## src/rtl/dco_pkg.sv

```systemverilog
// Constants shared by the dual converter output interface.
// Assumes a 20 MHz system clock and sample clocks sampled as slow inputs.
package dco_pkg;
  // ----------------------------------------
  // Widths and timing
  // ----------------------------------------
  localparam int DCO_WIDTH = 12;
  localparam int DCO_LATENCY = 5;
  localparam int DCO_MSB_POS = 11;
  // ----------------------------------------
  // Channel power modes
  // ----------------------------------------
  typedef enum logic [1:0] {
    DCO_NORMAL = 2'h0,
    DCO_FLOAT = 2'h1,
    DCO_NAP = 2'h2,
    DCO_SLEEP = 2'h3
  } dco_mode_t;
  // ----------------------------------------
  // Four format levels
  // ----------------------------------------
  localparam logic [1:0] DCO_FMT_OB_OFF = 2'h0;
  localparam logic [1:0] DCO_FMT_OB_ON = 2'h1;
  localparam logic [1:0] DCO_FMT_TC_ON = 2'h2;
  localparam logic [1:0] DCO_FMT_TC_OFF = 2'h3;
endpackage

```

## src/rtl/dco_top.sv

```systemverilog
// Top of the dual converter digital output interface.
// Assumes sample clocks and control pins are asynchronous to clock;
// raw converter codes arrive as offset binary on the same clock.
`timescale 1ns/1ps
`default_nettype none
module dco_top
  import dco_pkg::*;
#(
  parameter int WIDTH = DCO_WIDTH
) (
  input wire logic clock,
  input wire logic rst,
  input wire logic chan_a_sample_clock,
  input wire logic chan_b_sample_clock,
  input wire logic bus_swap_select,
  input wire logic chan_a_power_down_select,
  input wire logic chan_b_power_down_select,
  input wire logic chan_a_output_enable_n,
  input wire logic chan_b_output_enable_n,
  input wire logic [1:0] format_level,
  input wire logic [WIDTH-1:0] chan_a_sample,
  input wire logic chan_a_out_of_range,
  input wire logic [WIDTH-1:0] chan_b_sample,
  input wire logic chan_b_out_of_range,
  input wire logic capture_ready,
  output logic [WIDTH-1:0] bus_a_data,
  output logic bus_a_oe,
  output logic [WIDTH-1:0] bus_b_data,
  output logic bus_b_oe,
  output logic data_ready_clock,
  output logic range_exceeded_flag,
  output logic word_valid,
  output logic stall,
  output logic stabilizer_on,
  output dco_mode_t chan_a_mode,
  output dco_mode_t chan_b_mode
);
  // Buffer entry layout is fixed at the documented width
  if (WIDTH != DCO_WIDTH) begin : g_bad_width
    $error("dco_top: width must be twelve");
  end
  // ----------------------------------------
  // Input synchronisers
  // ----------------------------------------
  logic [6:0] s1_ff, s2_ff;
  always_ff @(posedge clock) begin
    if (rst) begin
      s1_ff <= 7'h00;
      s2_ff <= 7'h00;
    end else begin
      s1_ff <= {chan_a_sample_clock, chan_b_sample_clock, bus_swap_select,
                chan_a_power_down_select, chan_b_power_down_select,
                chan_a_output_enable_n, chan_b_output_enable_n};
      s2_ff <= s1_ff;
    end
  end
  logic [1:0] fmt1_ff, fmt2_ff;             // Format level synchroniser
  always_ff @(posedge clock) begin
    if (rst) begin
      fmt1_ff <= DCO_FMT_OB_OFF;
      fmt2_ff <= DCO_FMT_OB_OFF;
    end else begin
      fmt1_ff <= format_level;
      fmt2_ff <= fmt1_ff;
    end
  end
  // ----------------------------------------
  // Shared format decode
  // ----------------------------------------
  logic twos_comp;
  always_comb begin
    unique case (fmt2_ff)
      DCO_FMT_OB_OFF: {twos_comp, stabilizer_on} = 2'b00;
      DCO_FMT_OB_ON: {twos_comp, stabilizer_on} = 2'b01;
      DCO_FMT_TC_ON: {twos_comp, stabilizer_on} = 2'b11;
      DCO_FMT_TC_OFF: {twos_comp, stabilizer_on} = 2'b10;
    endcase
  end
  // ----------------------------------------
  // Channels
  // ----------------------------------------
  logic [WIDTH-1:0] wa, wb;
  logic oa, ob, sa, sb, ea, eb;
  dco_channel #(.WIDTH(WIDTH), .LATENCY(DCO_LATENCY)) u_a (
    .clock(clock), .rst(rst), .samp_clk_s(s2_ff[6]),
    .power_down(s2_ff[3]), .output_enable_n(s2_ff[1]),
    .sample_in(chan_a_sample), .sample_ovr(chan_a_out_of_range),
    .twos_comp(twos_comp), .word_out(wa), .word_ovr(oa),
    .word_stb(sa), .drive_en(ea), .mode(chan_a_mode)
  );
  dco_channel #(.WIDTH(WIDTH), .LATENCY(DCO_LATENCY)) u_b (
    .clock(clock), .rst(rst), .samp_clk_s(s2_ff[5]),
    .power_down(s2_ff[2]), .output_enable_n(s2_ff[0]),
    .sample_in(chan_b_sample), .sample_ovr(chan_b_out_of_range),
    .twos_comp(twos_comp), .word_out(wb), .word_ovr(ob),
    .word_stb(sb), .drive_en(eb), .mode(chan_b_mode)
  );
  // ----------------------------------------
  // Two-entry buffer on channel B strobe
  // ----------------------------------------
  // Entry: {ovr, b word, a word}
  localparam int EW = 2 * WIDTH + 1;
  logic [EW-1:0] buf_ff [2];
  logic [EW-1:0] nxt_buf [2];
  logic [1:0] cnt_ff, nxt_cnt;
  logic push, pop;
  // data-ready paced by channel B clock
  always_comb begin
    push = sb && (cnt_ff != 2'h2);
    pop = (cnt_ff != 2'h0) && capture_ready;
    nxt_buf = buf_ff;
    nxt_cnt = cnt_ff;
    if (pop) begin
      nxt_buf[0] = buf_ff[1];
      nxt_cnt = cnt_ff - 2'h1;
    end
    if (push) begin
      nxt_buf[nxt_cnt[0]] = {oa | ob, wb, wa};
      nxt_cnt = nxt_cnt + 2'h1;
    end
    stall = sb && (cnt_ff == 2'h2);
    word_valid = (cnt_ff != 2'h0);
  end
  always_ff @(posedge clock) begin
    if (rst) begin
      cnt_ff <= 2'h0;
      buf_ff[0] <= '0;
      buf_ff[1] <= '0;
    end else begin
      cnt_ff <= nxt_cnt;
      buf_ff <= nxt_buf;
    end
  end
  // ----------------------------------------
  // Output registers
  // ----------------------------------------
  logic [WIDTH-1:0] bus_a_ff, bus_b_ff, nxt_bus_a, nxt_bus_b;
  logic of_ff, nxt_of, drc_ff, nxt_drc;
  always_comb begin
    if (s2_ff[4]) begin
      nxt_bus_a = buf_ff[0][WIDTH-1:0];
      nxt_bus_b = buf_ff[0][2*WIDTH-1:WIDTH];
    end else begin
      nxt_bus_a = buf_ff[0][2*WIDTH-1:WIDTH];
      nxt_bus_b = buf_ff[0][WIDTH-1:0];
    end
    nxt_of = buf_ff[0][EW-1];
    // Clock high one cycle as each word is put out; capture falls on its drop
    nxt_drc = pop;
    // Bus holds until the next word is popped
    if (!pop) begin
      nxt_bus_a = bus_a_ff;
      nxt_bus_b = bus_b_ff;
      nxt_of = of_ff;
    end
  end
  always_ff @(posedge clock) begin
    if (rst) begin
      bus_a_ff <= '0;
      bus_b_ff <= '0;
      of_ff <= 1'b0;
      drc_ff <= 1'b0;
    end else begin
      bus_a_ff <= nxt_bus_a;
      bus_b_ff <= nxt_bus_b;
      of_ff <= nxt_of;
      drc_ff <= nxt_drc;
    end
  end
  // Drive enables follow the channel that owns each bus
  always_comb begin
    bus_a_data = bus_a_ff;
    bus_b_data = bus_b_ff;
    bus_a_oe = s2_ff[4] ? ea : eb;
    bus_b_oe = s2_ff[4] ? eb : ea;
    range_exceeded_flag = of_ff;
    data_ready_clock = drc_ff;
  end
endmodule
`default_nettype wire

```

## src/rtl/dco_channel.sv

```systemverilog
// One converter channel: edge detect, five-deep pipeline, mode decode.
// Assumes the sample clock is already synchronised to clock.
`timescale 1ns/1ps
`default_nettype none
module dco_channel
  import dco_pkg::*;
#(
  parameter int WIDTH = DCO_WIDTH,
  parameter int LATENCY = DCO_LATENCY
) (
  input wire logic clock,
  input wire logic rst,
  input wire logic samp_clk_s,
  input wire logic power_down,
  input wire logic output_enable_n,
  input wire logic [WIDTH-1:0] sample_in,
  input wire logic sample_ovr,
  input wire logic twos_comp,
  output logic [WIDTH-1:0] word_out,
  output logic word_ovr,
  output logic word_stb,
  output logic drive_en,
  output dco_mode_t mode
);
  // Refuse a pipeline or word the logic cannot serve
  if (LATENCY < 1 || WIDTH < 2) begin : g_bad_params
    $error("dco_channel: bad parameters");
  end
  // ----------------------------------------
  // Pipeline state
  // ----------------------------------------
  logic prev_ff, nxt_prev;                 // Last sampled clock level
  logic [WIDTH:0] pipe_ff [LATENCY];        // Overflow bit plus data
  logic [WIDTH:0] nxt_pipe [LATENCY];
  logic rise;                               // Sample clock rising edge
  // Mode decode from power-down and enable
  always_comb begin
    unique case ({power_down, output_enable_n})
      2'b00: mode = DCO_NORMAL;
      2'b01: mode = DCO_FLOAT;
      2'b10: mode = DCO_NAP;
      2'b11: mode = DCO_SLEEP;
    endcase
    drive_en = (mode == DCO_NORMAL);
  end
  // Next pipeline values
  always_comb begin
    nxt_prev = samp_clk_s;
    rise = samp_clk_s & ~prev_ff & ~power_down;
    for (int i = 0; i < LATENCY; i++) nxt_pipe[i] = pipe_ff[i];
    if (rise) begin
      nxt_pipe[0] = {sample_ovr, sample_in};
      for (int i = 1; i < LATENCY; i++) nxt_pipe[i] = pipe_ff[i-1];
    end
  end
  // Register pipeline
  always_ff @(posedge clock) begin
    if (rst) begin
      prev_ff <= 1'b0;
      for (int i = 0; i < LATENCY; i++) pipe_ff[i] <= '0;
    end else begin
      prev_ff <= nxt_prev;
      pipe_ff <= nxt_pipe;
    end
  end
  // Output word with format applied
  always_comb begin
    // MSB on top bit, inverted for two's complement
    word_out = pipe_ff[LATENCY-1][WIDTH-1:0];
    word_out[WIDTH-1] = pipe_ff[LATENCY-1][WIDTH-1] ^ twos_comp;
    word_ovr = pipe_ff[LATENCY-1][WIDTH];
    word_stb = rise;
  end
endmodule
`default_nettype wire

```

## config.mk

```make
export PLATFORM = sky130hd
export DESIGN_NAME = dco_top
export DESIGN_NICKNAME = d
export VERILOG_FILES = /design/src/rtl/dco_pkg.sv /design/src/rtl/dco_top.sv /design/src/rtl/dco_channel.sv
export SDC_FILE = /design/constraint.sdc
export NUM_CORES = 1
export LEC_CHECK = 0
export ABC_AREA = 1
export BUFFER_PORTS_ARGS = -buffer_cell sky130_fd_sc_hd__buf_2
export CORE_MARGIN = 3
export CORE_UTILIZATION = 60
export CTS_CLUSTER_DIAMETER = 50
export DETAILED_ROUTE_END_ITERATION = 12
export GPL_ROUTABILITY_DRIVEN = 0
export PLACE_DENSITY = 0.79
export SLEW_MARGIN = 20
export SYNTH_ARGS = -nofsm -noshare
export SYNTH_HDL_FRONTEND = slang
export SYNTH_SLANG_ARGS = --single-unit
```

## constraint.sdc

```tcl
create_clock -name clock -period 5.6 [get_ports clock]
set_input_delay 1.12 -clock clock [delete_from_list [all_inputs] [get_ports clock]]
set_output_delay 1.12 -clock clock [all_outputs]
set_load 0.1 [all_outputs]
```

==> impl_metrics.csv <==
group,metric,value,unit
cells_and_area,nets,1224,
logic_synthesis,synth_ff_type,"dfxtp_1",
drt,drc_errors,0,
clock_tree,clk_latency,0.49,ns
logic_synthesis,synth_adder_area_share,0.007180,
clock_tree,ctsHoldBuffers,0,
pwr,p_comb_frac,0.205,
setup_path,worstPathMaxFanout,27,
cells_and_area,areaGrowthSynthToFinish,12.39,%
floorplan,ios,73,
logic_synthesis,synth_edf_count,0,
logic_synthesis,synth_nets,1201,
drt,drt_pass1_iterations,5,
global_routing,grt_overflow,0,
clock_tree,numClockSinks,228,
sta,fin_crit_sh,0.6449,
pwr,vdd_drop_max,0.2432,mV
global_routing,antenna_found_initial,0,
sta,rsz0062_at_grt,"no",
logic_synthesis,synth_top_area_share,0.5238,
global_routing,grt_util_all_layers,0.2154,
pwr,power,0.004183,W
setup_path,critical_path_arrival,2.49,ns
logic_synthesis,muxShareOfSynthArea,0,
cells_and_area,stdcell_count,1377,
cells_and_area,nFillCells,1148,
pwr,p_leak,4.167,nW
logic_synthesis,synth_cell_types,23,
logic_synthesis,yosys_warnings,0,
logic_synthesis,netlist_top_cells_area,"dfxtp_1 52%, a21oi_1 11%, nand2_1 9.4%",
clock_tree,cts-htree-levels,1,
drt,final_antenna_net_count,0,
logic_synthesis,synthCells,1158,
sta,fin_tns_setup,0,ns
floorplan,start_util,0.6205,
pwr,p_int,0.002837,W
clock_tree,post-cts-setup-buffers,0,
pwr,clockPowerShare,0.362,
logic_synthesis,syn_area,8713,um^2
clock_tree,clk_pin_slew,0.06,ns
setup_path,end_kind,"primary output",
cells_and_area,diodes,0,
sta,min_period,3.611,ns
global_routing,grt_pass1_wl,29.72,mm
logic_synthesis,synth_compound_area_frac,0.1829,
sta,skew,0.01106,ns
sta,finalHoldViolCount,0,
flow_run,maxCapViolCount,0,
sta,max_freq,276.9,MHz
sta,maxSlewViolCount,0,
setup_path,required,4.48,ns
setup_path,critical-path-top-delay-family,"flip-flops",
global_routing,first_global_vias,6304,
outcome,status,"complete, no violations",
setup_path,critPathSlowestCell,"dfxtp_1",
placement,place_inst,1334,
cells_and_area,drive_gt1_frac,0.1111,
sta,setup_viol,0,
logic_synthesis,yosysTopAreaCell,"dfxtp_1",
placement,dp_hpwl,10.34,mm
logic_synthesis,yosys.area_share.simple,0.1827,
drt,finalWirelength,17.89,mm
logic_synthesis,synth_xor_area_frac,0.001005,
clock_tree,clockBufferDepth,3,
pwr,p_switching,0.001346,W
logic_synthesis,async_flop_share,0,
setup_path,cpPeakStageDelay,0.90,ns
pwr,swShare,0.3219,
pwr,p_per_area,427.2,nW/um^2
logic_synthesis,ys_seq_area_frac,0.5238,
global_routing,grt_max_degree,132,
floorplan,core-area,14040,um^2
pwr,seq_power_share,0.433,
logic_synthesis,synth_top_family_by_area,"compound AO/OA/AOI/OAI gates",
setup_path,critical_path_buf_inv_count,2,
floorplan,die_x,126.5,um
setup_path,crit_chain,"clkinv_1 -> o21ai_0 -> buf_2",
clock_tree,cts-buffers-inserted,23,
hold_path,worstHoldPathType,"reg2reg",
logic_synthesis,postSynthAreaPerCell,7.524,um^2
floorplan,core.rowCount,43,
logic_synthesis,synth_most_common_cell,"dfxtp_1",
drt,vias,7279,
logic_synthesis,ys_seq_elements,228,
clock_tree,cts_tree,"built",
floorplan,die_area,16000,um^2
logic_synthesis,synth_common_cells,"228 x dfxtp_1, 219 x nand2_1, 195 x a21oi_1",
clock_tree,cts-resized-gates,0,
drt,drt_iter0_drc,557,
clock_tree,clock-root-buffer,"clkbuf_16",
drt,viasPerCell,5.286,
setup_path,path_class,"reg2out",
drt,wl_per_cell,12.99,um
sta,relSlewSlack,0.4045,
setup_path,startpoint_type,"flop",
sta,tightest_slew,0.8920,ns
placement,io_buffers,72,
floorplan,die_h,126.5,um
[metal layers]
metal | part of all wire | vias to the layer above | GRT usage
met5 | 0 | - | 0
met4 | 0.014 | 0 | 0.05300
met3 | 0.061 | 24 | 0.03874
met2 | 0.44 | 189 | 0.3300
met1 | 0.48 | 3321 | 0.3178
li1 | - | 3745 | -
[placed cells by master (no fill, tap or decap)]
master / count
nand3_4: 1
buf_2: 72
clkinvlp_4: 1
clkinv_2: 4
nor2_1: 97
nand3_1: 65
inv_1: 125
o21ai_0: 122
buf_4: 9
bufinv_16: 2
o211ai_1: 1
xor2_1: 1
dfxtp_1: 228
nand4_1: 1
nand2_1: 218
clkinv_1: 1
nand2_2: 3
clkbuf_16: 23
nand2_4: 2
ha_1: 5
inv_2: 5
clkbuf_8: 6
buf_12: 1
a21oi_1: 195
clkbuf_1: 5
buf_16: 1
nor2_4: 3
[stage by stage]
step           cell area (um^2)  hold slack, ns    util  worst slack, ns
2_1_floorplan              8713          0.3883       -            1.506
3_3_place_gp               8981          0.3908  0.6396            2.367
3_5_place_dp               8981          0.3933  0.6396            2.240
4_1_cts                    9746          0.4038  0.6940            2.002
5_1_grt                    9793          0.4202  0.6974            1.872
6_report                   9793          0.4006  0.6974            1.989
[power groups by stage]
stage | Sequential [W] | Combinational (W) | Clock (W)
global placement | 0.00184 | 0.000825 | 0
detailed placement | 0.00184 | 0.000835 | 0
global route | 0.00182 | 0.000924 | 0.00161
CTS | 0.00181 | 0.000842 | 0.00154
floorplan | 0.00215 | 0.000396 | 0
finish | 0.00181 | 0.000857 | 0.00152
[kinds of logic after synthesis]
logic type / Yosys count
xor gates and xnor gates: 1
AOI/OAI and AO/OA: 318
DFF: 228
buffers and inverters: 216
adders and majority gates: 5
and+or+nand+nor: 390
[path summary, 6_finish.rpt]
path | cells past startpoint | slack, ns | from | endpoint
min reg2reg | 2 | 0.40 | s1_ff[2] | s2_ff[2]
min | 2 | 0.40 | s1_ff[2] | s2_ff[2]
max reg2reg | 10 | 2.65 | cnt_ff[0] | flop
max | 3 | 1.99 | s2_ff[4] | bus_b_oe
[worst register-to-register path: cells and delay by family, from the launching register on]
kind	cells	cell delay, ns
and+or+nand+nor	3	0.72
adders and majority gates	2	0.96
AOI/OAI and AO/OA	2	0.28
buffers and inverters	3	0.60
DFF	1	0.32
[area by class of cell]
cell class | count | area (um^2) | share of cell area
tap | 180 | 225.2 | 0.02300
sequential | 228 | 4564 | 0.4661
clock inverter | 7 | 87.58 | 0.008943
timing repair buffer | 83 | 475.5 | 0.04855
clock buffer | 34 | 676.9 | 0.06912
multi-input combinational | 714 | 3272 | 0.3341
inverter | 131 | 491.7 | 0.05021
Note: power is estimated with default switching activity, not from simulation.
